==> src/rtl/thm_pkg.sv <==
// Purpose: shared constants, carriers and decode helpers for the threshold monitor
// Assumes: measured values are unsigned; pressure is in 0.1 hPa, radiation in W/m2
// Notes: table lookups are functions so both channels decode settings the same way
package thm_pkg;
    // clock and seconds tick
    localparam int CLK_HZ = 200_000_000;
    localparam int SEC_TICK_S = 1;
    localparam int TICK_CYCLES_DFLT = SEC_TICK_S * CLK_HZ;
    // internal threshold steps, in measurement units (W/m2 on channel 1, 0.1 hPa on channel 2)
    localparam logic [15:0] THR_BASE = 16'h012c;
    localparam logic [15:0] THR_STEP = 16'h0064;
    localparam logic [3:0] THR_SEL_MAX = 4'ha;
    // 8-bit external threshold is percent of a 1300 upper range value
    localparam logic [15:0] PCT_SCALE = 16'h000d;
    // threshold source codes
    localparam logic [1:0] EXT_NONE = 2'h0;
    localparam logic [1:0] EXT_16 = 2'h1;
    localparam logic [1:0] EXT_8 = 2'h2;
    // activation modes from the first code to below the second silence the secondary crossing, from the second code up only the primary one
    localparam logic [3:0] MODE_SEC_SILENT = 4'h4;
    localparam logic [3:0] MODE_PRIM_SILENT = 4'h8;
    // cyclic period unit and factor ceiling
    localparam logic [10:0] CYC_UNIT_S = 11'h00a;
    localparam logic [6:0] CYC_FACTOR_MAX = 7'h78;
    // hysteresis table selectors
    localparam int HYST_RAD = 0;
    localparam int HYST_PRES = 1;
    // reset value of the accepted state
    localparam logic STATE_RST = 1'b0;

    typedef struct packed {
        logic [3:0] act_mode;
        logic [3:0] thr_sel;
        logic [2:0] hyst_sel;
        logic [1:0] ext_src;
        logic [3:0] on_dly;
        logic [3:0] off_dly;
        logic soc_en;
        logic [6:0] cyc_factor;
    } thm_cfg_t;

    typedef struct packed {
        logic wr16;
        logic [15:0] val16;
        logic wr8;
        logic [7:0] val8;
    } thm_ext_t;

    typedef enum logic [1:0] {
        THM_IDLE = 2'b01,
        THM_WAIT = 2'b10
    } thm_dly_st_t;

    // internal threshold: 300 + 100 * sel, sel clamped to 10
    function automatic logic [15:0] thm_int_thr(input logic [3:0] sel);
        logic [3:0] s;
        s = (sel > THR_SEL_MAX) ? THR_SEL_MAX : sel;
        return 16'(THR_BASE + THR_STEP * {12'h000, s});
    endfunction

    // hysteresis in measurement units for the given table
    function automatic logic [15:0] thm_hyst(input int kind, input logic [2:0] sel);
        logic [15:0] h;
        h = 16'h0000;
        if (kind == HYST_RAD) begin
            case (sel)
                3'h1: h = 16'h0096;
                3'h2: h = 16'h00c8;
                3'h3: h = 16'h00fa;
                default: h = 16'h0000;
            endcase
        end else begin
            case (sel)
                3'h1: h = 16'h0003;
                3'h2: h = 16'h0005;
                3'h3: h = 16'h000a;
                3'h4: h = 16'h001e;
                3'h5: h = 16'h0032;
                default: h = 16'h0000;
            endcase
        end
        return h;
    endfunction

    // delay choice to seconds
    function automatic logic [11:0] thm_dly_s(input logic [3:0] sel);
        case (sel)
            4'h1: return 12'h001;
            4'h2: return 12'h003;
            4'h3: return 12'h005;
            4'h4: return 12'h00a;
            4'h5: return 12'h00f;
            4'h6: return 12'h01e;
            4'h7: return 12'h03c;
            4'h8: return 12'h0b4;
            4'h9: return 12'h12c;
            4'ha: return 12'h258;
            4'hb: return 12'h384;
            4'hc: return 12'h708;
            4'hd: return 12'he10;
            default: return 12'h000;
        endcase
    endfunction
endpackage

==> src/rtl/thm_monitor.sv <==
// Purpose: two-channel limit monitor with hysteresis, delays and telegram requests
// Assumes: all inputs come from logic on SYS_CLK_I; configuration changes rarely
// Notes: a send pulse carries the value to transmit; bus framing lives elsewhere
`timescale 1ns/10ps

module thm_channel #(
    parameter int MEAS_W = 16,
    parameter int HYST_KIND = 0
) (
    input wire logic clk_i,
    input wire logic rst_i,
    input wire logic en_i,
    input wire logic tick_i,
    input wire logic [MEAS_W-1:0] meas_i,
    input wire thm_pkg::thm_cfg_t cfg_i,
    input wire thm_pkg::thm_ext_t ext_i,
    output logic state_o,
    output logic send_o,
    output logic send_val_o
);
    import thm_pkg::*;

    if (MEAS_W < 8 || MEAS_W > 16) begin : g_bad_width
        $error("thm_channel: MEAS_W must be 8..16");
    end

    logic prim_exceed, prim_val, prim_silent, sec_silent;
    logic ext_got_reg;
    logic [15:0] ext_thr_reg, thr;
    logic signed [17:0] meas_s, thr_s, hyst_s, hi_lim, lo_lim;
    logic zone_reg, enter, leave, raw;
    thm_dly_st_t st_reg;
    logic [11:0] tmr_reg, dly_s;
    logic state_reg, accept, new_silent, silent_now;
    logic [6:0] fac;
    logic [10:0] period, cyc_cnt_reg;
    logic cyc_due;

    // mode decode: bit1 picks crossing kind, bit0 picks polarity
    assign prim_exceed = ~cfg_i.act_mode[1];
    assign prim_val = ~cfg_i.act_mode[0];
    assign prim_silent = cfg_i.act_mode >= MODE_PRIM_SILENT;
    assign sec_silent = (cfg_i.act_mode >= MODE_SEC_SILENT) && !prim_silent;

    // external threshold capture; only the selected width is taken
    always_ff @(posedge clk_i) begin
        if (rst_i) begin
            ext_got_reg <= 1'b0;
            ext_thr_reg <= 16'h0000;
        end else if (ext_i.wr16 && cfg_i.ext_src == EXT_16) begin
            ext_got_reg <= 1'b1;
            ext_thr_reg <= ext_i.val16;
        end else if (ext_i.wr8 && cfg_i.ext_src == EXT_8) begin
            ext_got_reg <= 1'b1;
            ext_thr_reg <= 16'({8'h00, ext_i.val8} * PCT_SCALE);
        end
    end

    // until something arrives the internal setting keeps the channel useful
    assign thr = (cfg_i.ext_src != EXT_NONE && ext_got_reg) ? ext_thr_reg
                                                            : thm_int_thr(cfg_i.thr_sel);
    assign meas_s = 18'(meas_i);
    assign thr_s = 18'(thr);
    assign hyst_s = 18'(thm_hyst(HYST_KIND, cfg_i.hyst_sel));
    // signed limits so thr-hyst below zero cannot wrap
    assign hi_lim = 18'(thr_s + hyst_s);
    assign lo_lim = 18'(thr_s - hyst_s);
    assign enter = prim_exceed ? (meas_s > thr_s) : (meas_s < thr_s);
    assign leave = prim_exceed ? (meas_s < lo_lim) : (meas_s > hi_lim);

    // hysteresis zone: 1 while in the primary crossing's region
    always_ff @(posedge clk_i) begin
        if (rst_i || !en_i) begin
            zone_reg <= 1'b0;
        end else if (!zone_reg && enter) begin
            zone_reg <= 1'b1;
        end else if (zone_reg && leave) begin
            zone_reg <= 1'b0;
        end
    end

    assign raw = zone_reg ? prim_val : ~prim_val;
    assign dly_s = raw ? thm_dly_s(cfg_i.on_dly) : thm_dly_s(cfg_i.off_dly);
    assign accept = (raw != state_reg) &&
                    (((st_reg == THM_IDLE) && (dly_s == 12'h000)) ||
                     ((st_reg == THM_WAIT) && tick_i && (12'(tmr_reg + 12'h001) >= dly_s)));

    // delay fsm: the old state stays visible until the delay runs out
    always_ff @(posedge clk_i) begin
        if (rst_i || !en_i) begin
            st_reg <= THM_IDLE;
            tmr_reg <= 12'h000;
            state_reg <= STATE_RST;
        end else begin
            case (st_reg)
                THM_IDLE: begin
                    if (accept) begin
                        state_reg <= raw;
                    end else if (raw != state_reg) begin
                        st_reg <= THM_WAIT;
                        tmr_reg <= 12'h000;
                    end
                end
                THM_WAIT: begin
                    if (raw == state_reg) begin
                        st_reg <= THM_IDLE; // bounced back, nothing to accept
                    end else if (accept) begin
                        state_reg <= raw;
                        st_reg <= THM_IDLE;
                    end else if (tick_i) begin
                        tmr_reg <= 12'(tmr_reg + 12'h001);
                    end
                end
                default: st_reg <= THM_IDLE;
            endcase
        end
    end

    assign state_o = state_reg;
    assign new_silent = (raw == prim_val) ? prim_silent : sec_silent;
    assign silent_now = (state_reg == prim_val) ? prim_silent : sec_silent;
    assign fac = (cfg_i.cyc_factor > CYC_FACTOR_MAX) ? CYC_FACTOR_MAX : cfg_i.cyc_factor;
    assign period = 11'({4'h0, fac} * CYC_UNIT_S);
    assign cyc_due = tick_i && (fac != 7'h00) && (11'(cyc_cnt_reg + 11'h001) >= period);

    // cyclic timer in seconds; a zero factor parks it
    always_ff @(posedge clk_i) begin
        if (rst_i || !en_i || fac == 7'h00) begin
            cyc_cnt_reg <= 11'h000;
        end else if (cyc_due) begin
            cyc_cnt_reg <= 11'h000;
        end else if (tick_i) begin
            cyc_cnt_reg <= 11'(cyc_cnt_reg + 11'h001);
        end
    end

    // telegram request; a change send wins and already carries the new value
    always_ff @(posedge clk_i) begin
        if (rst_i || !en_i) begin
            send_o <= 1'b0;
            send_val_o <= 1'b0;
        end else if (accept && cfg_i.soc_en && !new_silent) begin
            send_o <= 1'b1;
            send_val_o <= raw;
        end else if (cyc_due && !silent_now) begin
            send_o <= 1'b1;
            send_val_o <= state_reg;
        end else begin
            send_o <= 1'b0;
        end
    end
endmodule

module thm_monitor #(
    parameter int TICK_CYCLES = thm_pkg::TICK_CYCLES_DFLT
) (
    input wire logic SYS_CLK_I,
    input wire logic RST_I,
    input wire logic SENSOR_EN_I,
    input wire logic [1:0] LIMIT_SEL_I,
    input wire logic [15:0] MEAS_VALUE_I,
    input wire thm_pkg::thm_cfg_t CH1_CFG_I,
    input wire thm_pkg::thm_cfg_t CH2_CFG_I,
    input wire thm_pkg::thm_ext_t CH1_EXT_I,
    input wire thm_pkg::thm_ext_t CH2_EXT_I,
    output logic CH1_STATE_O,
    output logic CH1_SEND_O,
    output logic CH1_SEND_VAL_O,
    output logic CH2_STATE_O,
    output logic CH2_SEND_O,
    output logic CH2_SEND_VAL_O
);
    import thm_pkg::*;

    if (TICK_CYCLES < 2) begin : g_bad_tick
        $error("thm_monitor: TICK_CYCLES must be at least 2");
    end

    localparam int DIV_W = $clog2(TICK_CYCLES);
    localparam logic [DIV_W-1:0] DIV_LAST = DIV_W'(TICK_CYCLES - 1);

    logic [DIV_W-1:0] div_reg;
    logic tick_reg, ch1_en_reg, ch2_en_reg;

    // seconds tick as a one-cycle enable
    always_ff @(posedge SYS_CLK_I) begin
        if (RST_I) begin
            div_reg <= '0;
            tick_reg <= 1'b0;
        end else begin
            tick_reg <= (div_reg == DIV_LAST);
            div_reg <= (div_reg == DIV_LAST) ? '0 : DIV_W'(div_reg + 1'b1);
        end
    end

    // channel enables registered; a disabled channel is held cleared except for its captured external threshold
    always_ff @(posedge SYS_CLK_I) begin
        if (RST_I) begin
            ch1_en_reg <= 1'b0;
            ch2_en_reg <= 1'b0;
        end else begin
            ch1_en_reg <= SENSOR_EN_I && (LIMIT_SEL_I != 2'h0);
            ch2_en_reg <= SENSOR_EN_I && (LIMIT_SEL_I == 2'h2);
        end
    end

    // one module, two instances with their own tables
    thm_channel #(.MEAS_W(16), .HYST_KIND(HYST_RAD)) u_ch1 (
        .clk_i(SYS_CLK_I),
        .rst_i(RST_I),
        .en_i(ch1_en_reg),
        .tick_i(tick_reg),
        .meas_i(MEAS_VALUE_I),
        .cfg_i(CH1_CFG_I),
        .ext_i(CH1_EXT_I),
        .state_o(CH1_STATE_O),
        .send_o(CH1_SEND_O),
        .send_val_o(CH1_SEND_VAL_O)
    );

    thm_channel #(.MEAS_W(16), .HYST_KIND(HYST_PRES)) u_ch2 (
        .clk_i(SYS_CLK_I),
        .rst_i(RST_I),
        .en_i(ch2_en_reg),
        .tick_i(tick_reg),
        .meas_i(MEAS_VALUE_I),
        .cfg_i(CH2_CFG_I),
        .ext_i(CH2_EXT_I),
        .state_o(CH2_STATE_O),
        .send_o(CH2_SEND_O),
        .send_val_o(CH2_SEND_VAL_O)
    );
endmodule

==> config.mk <==
export PLATFORM = sky130hd
export DESIGN_NAME = thm_monitor
export DESIGN_NICKNAME = d
export VERILOG_FILES = /design/src/rtl/thm_pkg.sv /design/src/rtl/thm_monitor.sv
export SDC_FILE = /design/constraint.sdc
export NUM_CORES = 1
export LEC_CHECK = 0
export BUFFER_PORTS_ARGS = -buffer_cell sky130_fd_sc_hd__buf_4
export CAP_MARGIN = 20
export CORE_UTILIZATION = 55
export CTS_CLUSTER_SIZE = 24
export DETAILED_ROUTE_END_ITERATION = 7
export GPL_TIMING_DRIVEN = 0
export PLACE_DENSITY = 0.75
export SYNTH_ARGS = -nofsm -noshare
export SYNTH_HDL_FRONTEND = slang
export SYNTH_HIERARCHICAL = 1
export SYNTH_SLANG_ARGS = --single-unit
==> constraint.sdc <==
create_clock -name SYS_CLK_I -period 7.7 [get_ports SYS_CLK_I]
set_clock_uncertainty 0.2 [all_clocks]
set_input_delay 1.54 -clock SYS_CLK_I [delete_from_list [all_inputs] [get_ports SYS_CLK_I]]
set_output_delay 1.54 -clock SYS_CLK_I [all_outputs]
set_load 0.05 [all_outputs]
==> results of run 1 <==
worst paths after layout:
kind	startpoint	end	slack (ps)
worst min register to register	div_reg[0]	div_reg[0]	240
worst max-delay path	CH1_CFG_I[23]	u_ch1/zone_reg	930
worst min-delay path	div_reg[0]	div_reg[0]	240
worst max register to register	u_ch2/ext_got_reg	u_ch2/zone_reg	2300
cell usage in the layout, fill, tap and decap left out, drive strengths merged, types with 45 or more instances in the layout:
master and instances:
ha 280, nand4 45, inv 156, a21oi 92
buf 157, dfxtp 123, o21ai 87, nand2 178
nand3 58, clkbuf 71, xor2 84, nor2 196
xnor2 81
final cells by class:
class                   instances  area share
well taps                     378      0.0268
repair buffers                135      0.0574
inverters                     155      0.0329
clock inverters                14      0.0111
plain buffers                  75      0.0202
flip-flops and latches        123       0.139
clock buffers                  18      0.0249
multi-input cells            1614       0.687
where the power goes:
group          internal (mW)  switching [mW]  total [mW]
combinational          0.475           0.614        1.09
sequential             0.653          0.0130       0.666
clock                  0.551           0.311       0.862
total                   1.68           0.939        2.62
routing by layer:
metal / share of wire / track usage / wire length, um / vias to the layer above
met5: 0 / 0 / 0 / -
met3: 0.049 / 0.0379 / 1910 / 62
met2: 0.48 / 0.475 / 18600 / 370
li1: - / - / - / 7278
met4: 0.025 / 0.0948 / 959 / 0
met1: 0.45 / 0.338 / 17300 / 6683
kinds of logic (layout without fill, tap and decap cells):
logic type / Yosys count / after routing
compound gates: 430 / 430
mux: 32 / 32
fa+ha+maj: 298 / 298
buf+inv: 230 / 397
simple gates: 689 / 689
xor+xnor: 165 / 165
flops: 123 / 123
==> impl_results.md, run 1 <==
- Chip height: 170 um
- Post-route setup TNS: 0 ps
- Cell area power density: 148 nW/um2
- Seq/Total Area, Yosys: 0.158
- Mapped Avg Cell Area: 7.90 um2
- Max IR drop VDD: between 0.15 and 0.2 mV
- RSZ-0062 raised after global routing: no
- Area delta synth->final: 13.6%
- # fillers: approximately 2500
- First-pass GRT wire length: ~64000 um
- Slew HR: 0.379
- Synth Warn #: 6
- Most frequent cells after synthesis: 280 x ha_1, 196 x nor2_1, 178 x nand2_1
- Clock Tree Buf Depth: 2
- Most numerous cell in the Yosys netlist: ha_1
- Number of flops mapped to enable cells by yosys: 0
- Post-Synth XOR/XNOR Area: 0.0945
- WHS: around 240 ps
- Startpoint Class: input port
- Number of distinct library cells after synthesis: 104
- Row Count: 61
- Final core utilization: 0.636
- Clk Latency, worst-skew pair: between 400 and 500 ps
- Clock root cell: clkbuf_16
- Outcome: complete, no violations
- Crit-path max FO: 7
- Synth Area in Adders: 0.249
- Crit-path most repeated cell: ha_1
- Routed Antenna Nets: 0
- Synthesized Nets: 2396
- HPWL Detailed: about 31000 um
- Post-CTS sizing: 0
- Area contributors post-synth: ha_1 23%, dfxtp_1 16%, nor2_1 4.7%
- Gate Count Post-Synth: 1967
- Reg area: 2460 um2
- CP Class: input port to flop
- Worst Hold Class: flop to flop
- Synth area leader: ha_1
- Buffers and inverters on the worst path: 2
- I/O Pins: 137
- Max-Cap Viols: 0
- DP Area: between 15000 and 20000 um2
- IO Port Bufs: roughly 140
- Slowest cell on the critical path: a2111oi_0
- CTS tree: yes
- Vias per cell: about 5.7
- Congestion Overflow GR: 0
- Post CTS Setup Buffer Count: 0
- Sink Count: 123
- Ys async rst share: 0
- Reg2Reg Depth: 23
- CP Capture Type: flop
- Antenna violations before repair: 0
- Worst path cell trace: buf_4 > o21ai_0 > nand2_1 > inv_1 > ha_1 > ha_1 > fa_1 > xor2_1 > a21oi_1 > ha_1 > a2111oi_0 > a2111oi_2 > and4_1 > xor2_1 > ha_1 > nand4_1 > nor2_1 > o21ai_0 > a31o_2 > a31oi_1 > a2111oi_0 > a211o_1 > o31ai_1
- Die width: 170 um
- Slew @ Worst Pin: 908 ps
- Starting Density: 0.559
- Synthesized area: 15500 um2
- Slew Limit Fails: 0
- Final setup margin: approximately 930 ps
- Synth Flop Type: dfxtp_1
- Number of DRC markers in iteration 0: 1056
- Layout cells sized above 1: 0.118
- WP data required: 7840 ps
- Routed vias: ~14000
- Maximum clock frequency: 148 MHz
- Design Area, Final: 17700 um2
- GPL Wtd Cong: a little over 0.9
- Routed WL: 38900 um
- Final setup viols: 0
- Placed insts: 2480
- Synth top area share: 0.225
- Simple-gate area share of the yosys netlist: 0.222
- Min-Delay Path Depth: 1
- Nets: 2550
- Period Utilization, post-route: 0.880
- Non-Filler Instances: 2512
- Compound-Gate Fraction of Synth Area: 0.194
- Final min period: 6770 ps
- Diodes inserted: 0
- Vias in the first global route: 13900
- Final Power: 2.62 mW
- FF+latch count, synth: between 100 and 150
- Largest net degree at the start of global routing: 17
- Static Leak: 8.09 nW
- Number of flip-flops in the largest register: 28
- Clk pin slew, worst setup/hold paths: around 60 ps
- CTS buffer count: 17
- WP depth: 23
- Die area: 28900 um2
- Post-synthesis mux area share: 0.0213
- Core Area: 27800 um2
- Max stage delay on crit path: 750 ps
- Tot GR Track Use: 0.271
- TritonRoute pass-1 iters: 6
- Hold Buf Count CTS: 0
- Worst EP arrival: 6910 ps
- Largest family of logic cells by synthesized area: adder cells
- Wirelength per Cell: 15.5 um
- Footprint of the multi-input gates: about 12000 um2
- # H-tree levels: 4
- Post-place setup slack: 591 ps
- Drt drc: 0
- Final hold vios: 0
- CP delay by family, top: compound AO/OA/AOI/OAI gates
No activity file was read; power rests on OpenSTA's default activity.
==> run 2, diff against run 1 <==
- CELL_PAD_IN_SITES_DETAIL_PLACEMENT: not set -> 2
- CELL_PAD_IN_SITES_GLOBAL_PLACEMENT: not set -> 2
- CORE_ASPECT_RATIO: not set -> 0.9
- CORE_UTILIZATION: 55 -> 33
- PLACE_DENSITY: 0.75 -> not set
- PLACE_DENSITY_LB_ADDON: not set -> 0.1
- clock period: 7.7 -> 5.7 ns (I/O delays scaled with it)
==> run 2 against run 1 <==
Compared with the run above:
- flip-flop and latch count stayed put
- largest power group unchanged
- routed wire length increased by 35%
- combinational power rose by 54%
- highest routed layer unchanged
- critical path type unchanged
- worst setup slack worse by 780 ps
==> impl_results.md, run 2 (synthesis results as in run 1) <==
- Outcome: complete, no violations
- Cell area power density: 203 nW/um2 (+37%)
- Final min period: about 5600 ps
- First-pass GRT wire length: 84500 um (+32%)
- Static Leak: 8.25 nW (+2.0%)
- Most frequent cells in the layout: 276 x ha_1, 193 x nor2_1, 175 x nand2_1
- # H-tree levels: 4 (unchanged)
- Row Count: 75 (+23%)
- CTS tree: yes
- Worst R2R End: u_ch1/zone_reg
- GPL Wtd Cong: 0.828 (-11%)
- Sink Count: 123 (unchanged)
- Commonest non-fill, non-tap cell in the layout: ha_1
- Clk pin slew, worst setup/hold paths: 60 ps (about the same)
- Nets: 2569 (+0.75%)
- Worst Hold Class: flop to flop
- Routed WL: 52300 um (+35%)
- Worst EP arrival: 5720 ps (-1190 ps)
- Area delta synth->final: 18.7%
- Die area: 48000 um2 (+66%)
- Layout cells sized above 1: 0.149 (+0.0310)
- Number of flip-flops in the largest register: 28 (unchanged)
- Min-Delay Path Depth: 1 (unchanged)
- Max-Cap Viols: 0 (unchanged)
- Clock root cell: clkbuf_16
- I/O Pins: 137 (unchanged)
- CP Capture Type: flop
- Final hold vios: 0 (unchanged)
- Reg2Reg Depth: 23 (unchanged)
- Placed insts: 2718 (+9.6%)
- Largest net degree at the start of global routing: 17 (unchanged)
- Congestion Overflow GR: 0 (unchanged)
- Slew Limit Fails: 0 (unchanged)
- # fillers: 5424 (+110%)
- Tot GR Track Use: 0.219 (-0.0522)
- Clock Tree Buf Depth: 2 (unchanged)
- CP Class: input port to flop
- Final setup viols: 0 (unchanged)
- Final core utilization: 0.396 (-0.240)
- Min-Delay Endpoint: div_reg[0]
- Routed Antenna Nets: 0 (unchanged)
- Crit-path max FO: 5 (-2)
- WP data required: 5870 ps (-1970 ps)
- Starting Density: 0.334 (-0.225)
- Clk Latency, worst-skew pair: 450 ps (+20 ps)
- Die width: 231 um (+36%)
- RSZ-0062 raised after global routing: yes
- Period Utilization, post-route: 0.974
- Vias in the first global route: 16100 (+16%)
- Startpoint Class: input port
- Drt drc: 0 (unchanged)
- IO Port Bufs: 135 (unchanged)
- Non-Filler Instances: 2770 (+10%)
- Core Area: 46500 um2 (+68%)
- Slew HR: 0.413 (+0.0340)
- Chip height: 208 um (+22%)
- CTS buffer count: 17 (unchanged)
- Hold path start: div_reg[0]
- Maximum clock frequency: 180 MHz
- Slew @ Worst Pin: 856 ps (-52.0 ps)
- Max IR drop VDD: 0.220 mV (+34%)
- Antenna violations before repair: 1 (+1)
- R2R setup slack: 670 ps (-1630 ps)
- HPWL Detailed: 43300 um (+39%)
- Number of DRC markers in iteration 0: 439 (-58%)
- Vias per cell: 5.32 (-7.1%)
- Wirelength per Cell: 18.9 um (+22%)
- TritonRoute pass-1 iters: 5 (-1)
- Routed vias: 14700 (+2.5%)
- Start of the worst register-to-register path: u_ch1/ext_got_reg
[run 2: cell count changes in the layout (fill, tap and decap cells not counted), sizes merged]
cell / before / now
diode: 0 / 1
clkbuf: 71 / 70
buf: 157 / 176
clkinvlp: 1 / 2
bufinv: 4 / 3
clkinv: 8 / 6
inv: 156 / 159
[run 2: metrics by stage]
step                power (mW)  cell area [um2]  worst slack (ps)  TNS (ps)  hold WS [ps]
floorplan                 1.99            15500              18.9         0           217
global placement          2.39            17300             -1110     -1940           232
detailed placement        2.47            17300             -1150     -2130           244
CTS                       3.69            18000              1.71         0           258
global route              4.02            18400             -39.0     -73.6           272
finish                    3.75            18400               150         0           252
[run 2: repair_timing]
item                                    4_1_cts  5_1_grt
pin swaps                                     5       24
buffers inserted                              4       16
endpoints found under the setup margin        2        2
resized for setup                            20       59
gates cloned                                  0        0
hold buffers                                  0        0
[run 2: metal layers]
metal | part of all wire | vias to the layer above | GRT usage | wire [um]
met5 | 0 | - | 0 | 0
met4 | 0.013 | 0 | 0.0532 | 700
met3 | 0.027 | 38 | 0.0324 | 1410
met2 | 0.48 | 148 | 0.377 | 25200
met1 | 0.48 | 7260 | 0.285 | 25000
li1 | - | 7302 | - | -
[run 2: layout make-up]
cell class / count / area (um2) / share of cell area
tap: 616 / 771 / 0.0418
multi-input combinational: 1614 / 12500 / 0.677
inverter: 155 / 582 / 0.0316
sequential: 123 / 2460 / 0.134
timing repair buffer: 155 / 1160 / 0.0631
antenna: 1 / 2.50 / 0.000136
clock buffer: 17 / 425 / 0.0231
buffer: 74 / 368 / 0.0200
clock inverter: 15 / 189 / 0.0102
[run 2: worst max-delay path, stage by stage]
cell	delay [ps]
buf_4	130
o21ai_0	150
nand2_1	100
inv_2	90
ha_1	250
ha_2	220
fa_2	420
xnor2_4	180
o211ai_2	130
nand2_1	130
o41ai_4	440
inv_2	110
nor4_4	300
nand3_1	130
xnor2_1	180
nand2_1	110
ha_4	290
nand3_2	100
or4_4	570
o21ai_4	180
a211oi_1	70
a211o_1	230
o31ai_1	60
[run 2: worst max-delay path by stage]
stage | start | to | slack [ps] | cells past startpoint
5_1_grt | CH2_CFG_I[24] | u_ch2/zone_reg | -40 | 24
3_5_place_dp | CH1_CFG_I[23] | u_ch1/zone_reg | -1150 | 23
3_3_place_gp | CH1_CFG_I[23] | u_ch1/zone_reg | -1110 | 23
4_1_cts | CH2_CFG_I[17] | u_ch2/zone_reg | 2 | 23
2_1_floorplan | CH1_CFG_I[23] | u_ch1/zone_reg | 20 | 22
6_report | CH1_CFG_I[23] | u_ch1/zone_reg | 150 | 23
[run 2: report_power, final]
part	internal, mW	total [mW]	switching [mW]
Combinational	0.730	1.68	0.954
Clock	0.694	1.16	0.468
Sequential	0.882	0.902	0.0205
Total	2.31	3.75	1.44
==> run 3, diff against run 2 <==
- ABC_AREA: not set -> 1
- CAP_MARGIN: 20 -> not set
- CORE_UTILIZATION: 33 -> 31
- SLEW_MARGIN: not set -> 20
==> run 3 against run 2 <==
Compared with the run above:
- worst hold slack worse by 9.0 ps
- sequential power down 0.7%
- fmax up 3.7%
- global-route usage down 0.80 points
- flip-flop and latch count unchanged
- clock-buffer cell count up 2
- cell area down 0.53%
- die area up 7.6%
- sequential share of layout area up 0.071 points
- worst setup slack better by 200 ps
- via count up 6.7%
- combinational power down 7%
- critical endpoint unchanged
==> impl_results.md, run 3 <==
- Outcome: complete, no violations
- CTS tree: yes
- Final min period: 5350 ps (-199 ps)
- Ys async rst share: 0 (unchanged)
- RSZ-0062 raised after global routing: yes
- Final hold vios: 0 (unchanged)
- Starting Density: 0.317 (-0.0171)
- Most frequent cells after synthesis: 472 x nand2_1, 359 x inv_1, 280 x ha_1
- Non-Filler Instances: 3196 (+15%)
- Net Switching: 1.43 mW (-0.69%)
- HPWL Detailed: 45200 um (+4.3%)
- Slew Limit Fails: 0 (unchanged)
- Period Utilization, post-route: 0.939 (-0.0350)
- Clk pin slew, worst setup/hold paths: 60 ps (about the same)
- Maximum clock frequency: 187 MHz (+3.7%)
- Most frequent cells in the layout: 471 x nand2_1, 359 x inv_1, 279 x ha_1
- Synthesized area: 15700 um2 (+1.2%)
- Number of flip-flops in the largest register: 28 (unchanged)
- Startpoint Class: input port
- Commonest non-fill, non-tap cell in the layout: nand2_1
- Mapped Avg Cell Area: 6.67 um2 (-16%)
- Row Count: 77 (+2.7%)
- Routed Antenna Nets: 0 (unchanged)
- # H-tree levels: 4 (unchanged)
- Synthesized Nets: 2784 (+16%)
- Min-Delay Endpoint: div_reg[0]
- WP data required: 5820 ps (-50 ps)
- Max IR drop VDD: 0.176 mV (-20%)
- CP Capture Type: flop
- Slew @ Worst Pin: 738 ps (-118 ps)
- Number of distinct library cells after synthesis: 60 (-42%)
- Reg2Reg Depth: 28 (+22%)
- CP Class: input port to flop
- Largest net degree at the start of global routing: 20 (+3)
- Slew HR: 0.508 (+0.0948)
- Number of flops mapped to enable cells by yosys: 0 (unchanged)
- Drt drc: 0 (unchanged)
- Power share of the combinational group: 0.436 (-0.013)
- Min-Delay Path Depth: 1 (unchanged)
- IO Port Bufs: 135 (unchanged)
- Final setup viols: 0 (unchanged)
- Vias in the first global route: 17400 (+8.3%)
- Synth Flop Type: dfxtp_1
- Worst Hold Class: flop to flop
- Vias per cell: 4.93 (-7.5%)
- Die width: 239 um (+3.7%)
- Congestion Overflow GR: 0 (unchanged)
- FF+latch count, synth: 123 (unchanged)
- Synth area leader: ha_1
- Routed vias: 15700 (+6.7%)
- Worst EP arrival: 5470 ps (-250 ps)
- I/O Pins: 137 (unchanged)
- CP delay by family, top: adder cells
- GPL Wtd Cong: 0.833 (+0.56%)
- Hold path start: div_reg[0]
- Clock root cell: clkbuf_16
- Clock share of power: 0.313 (+0.003)
- Number of DRC markers in iteration 0: 342 (-22%)
- Die area: 51600 um2 (+7.6%)
- Core Area: 49600 um2 (+6.6%)
- Antenna violations before repair: 1 (unchanged)
- R2R setup slack: 990 ps (+320 ps)
- Static Leak: 8.86 nW (+7.5%)
- Routed WL: 53100 um (+1.6%)
- Layout cells sized above 1: 0.127 (-0.0218)
- Sink Count: 123 (unchanged)
- Nets: 2940 (+14%)
- Max-Cap Viols: 0 (unchanged)
- TritonRoute pass-1 iters: 4 (-1)
- Slowest cell on the critical path: fa_1
- Chip height: 216 um (+3.7%)
- Pint: 2.14 mW (-7.2%)
- Synth Warn #: 6 (unchanged)
- Seq/Total Area, Yosys: 0.157 (-0.00180)
- Area contributors post-synth: ha_1 22%, dfxtp_1 16%, nand2_1 11%
- Sequential power share: 0.251 (+0.010)
- CTS buffer count: 17 (unchanged)
- First-pass GRT wire length: 88200 um (+4.4%)
- Worst R2R End: u_ch2/zone_reg
- Most numerous cell in the Yosys netlist: nand2_1
- Area delta synth->final: 16.7%
- Clk Latency, worst-skew pair: 450 ps (about the same)
- Sw frac: 0.401 (+0.0161)
- Wirelength per Cell: 16.6 um (-12%)
- Placed insts: 3161 (+16%)
- Crit-path max FO: 5 (unchanged)
- Gate Count Post-Synth: 2355 (+20%)
- Hold Buf Count CTS: 0 (unchanged)
- # fillers: 5985 (+10%)
- Synth top area share: 0.223 (-0.00257)
- Cell area power density: 195 nW/um2 (-4.2%)
- Final Power: 3.57 mW (-4.7%)
- Tot GR Track Use: 0.211 (-0.00804)
- Start of the worst register-to-register path: u_ch2/ext_got_reg
- Clock Tree Buf Depth: 2 (unchanged)
- Max stage delay on crit path: 530 ps (-40 ps)
- Buffers and inverters on the worst path: 6 (+3)
==> run 3: stage by stage <==
| step | instance area (um2) | TNS (ps) | utilization | setup WS (ps) | hold WS [ps] |
|---|---|---|---|---|---|
| after floorplan | 15700 | 0 | - | 483 | 217 |
| after global routing | 18300 | -22.5 | 0.370 | -22.5 | 275 |
| after detailed placement | 17600 | -1280 | 0.354 | -750 | 236 |
| final | 18300 | 0 | 0.370 | 349 | 243 |
| after CTS | 18200 | 0 | 0.366 | 11.5 | 250 |
| after global placement | 17600 | -1110 | 0.354 | -618 | 231 |
==> run 3: worst max path at each step <==
stage / start / endpoint / cells past startpoint
CTS: CH1_CFG_I[24] / u_ch1/zone_reg / 28
global route: CH2_CFG_I[17] / u_ch2/zone_reg / 29
finish: CH1_CFG_I[24] / u_ch1/zone_reg / 28
floorplan: CH1_CFG_I[17] / u_ch1/zone_reg / 29
detailed placement: CH1_CFG_I[17] / u_ch1/zone_reg / 30
global placement: CH1_CFG_I[17] / u_ch1/zone_reg / 30
==> run 3: logic make-up after synthesis <==
family / share of synthesized area
simple gates: 0.286
xor+xnor: 0.0612
compound gates: 0.141
buf+inv: 0.109
fa+ha+maj: 0.246
flops: 0.157
==> run 3: cell type report <==
type | count | area [um2] | share of cell area
multi-input cells | 1799 | 11700 | 0.637
flip-flops and latches | 123 | 2460 | 0.134
inverters | 381 | 1430 | 0.0781
repair buffers | 138 | 1040 | 0.0565
well taps | 671 | 840 | 0.0458
clock buffers | 19 | 453 | 0.0247
plain buffers | 51 | 283 | 0.0154
clock inverters | 13 | 141 | 0.00771
diodes | 1 | 2.50 | 0.000136
==> run 3: worst register-to-register path: cells and delay by family, from the launching register on <==
| kind | cells | cell delay, ps |
|---|---|---|
| simple gates | 17 | 2000 |
| compound gates | 5 | 700 |
| fa+ha+maj | 2 | 650 |
| buf+inv | 3 | 490 |
| flops | 1 | 390 |
| xor+xnor | 1 | 200 |
==> run 3: power groups by stage <==
| stage | Sequential, mW | Combinational (mW) | Clock (mW) |
|---|---|---|---|
| 2_1_floorplan | 0.909 | 1.03 | 0 |
| 3_3_place_gp | 0.914 | 1.42 | 0 |
| 3_5_place_dp | 0.915 | 1.52 | 0 |
| 4_1_cts | 0.896 | 1.53 | 1.16 |
| 5_1_grt | 0.898 | 1.79 | 1.19 |
| 6_report | 0.896 | 1.56 | 1.12 |
==> run 3: routing by layer <==
layer  GRT usage  vias up  routed length, um
li1            -     7971                  -
met1       0.277     7609              26000
met2       0.371      133              25800
met3      0.0223       28                929
met4      0.0415        0                460
met5           0        -                  0
==> run 3: what timing repair did <==
item / 4_1_cts / 5_1_grt
resized for setup: 7 / 35
pin swaps: 0 / 8
endpoints found under the setup margin: 2 / 2
buffers inserted: 0 / 3
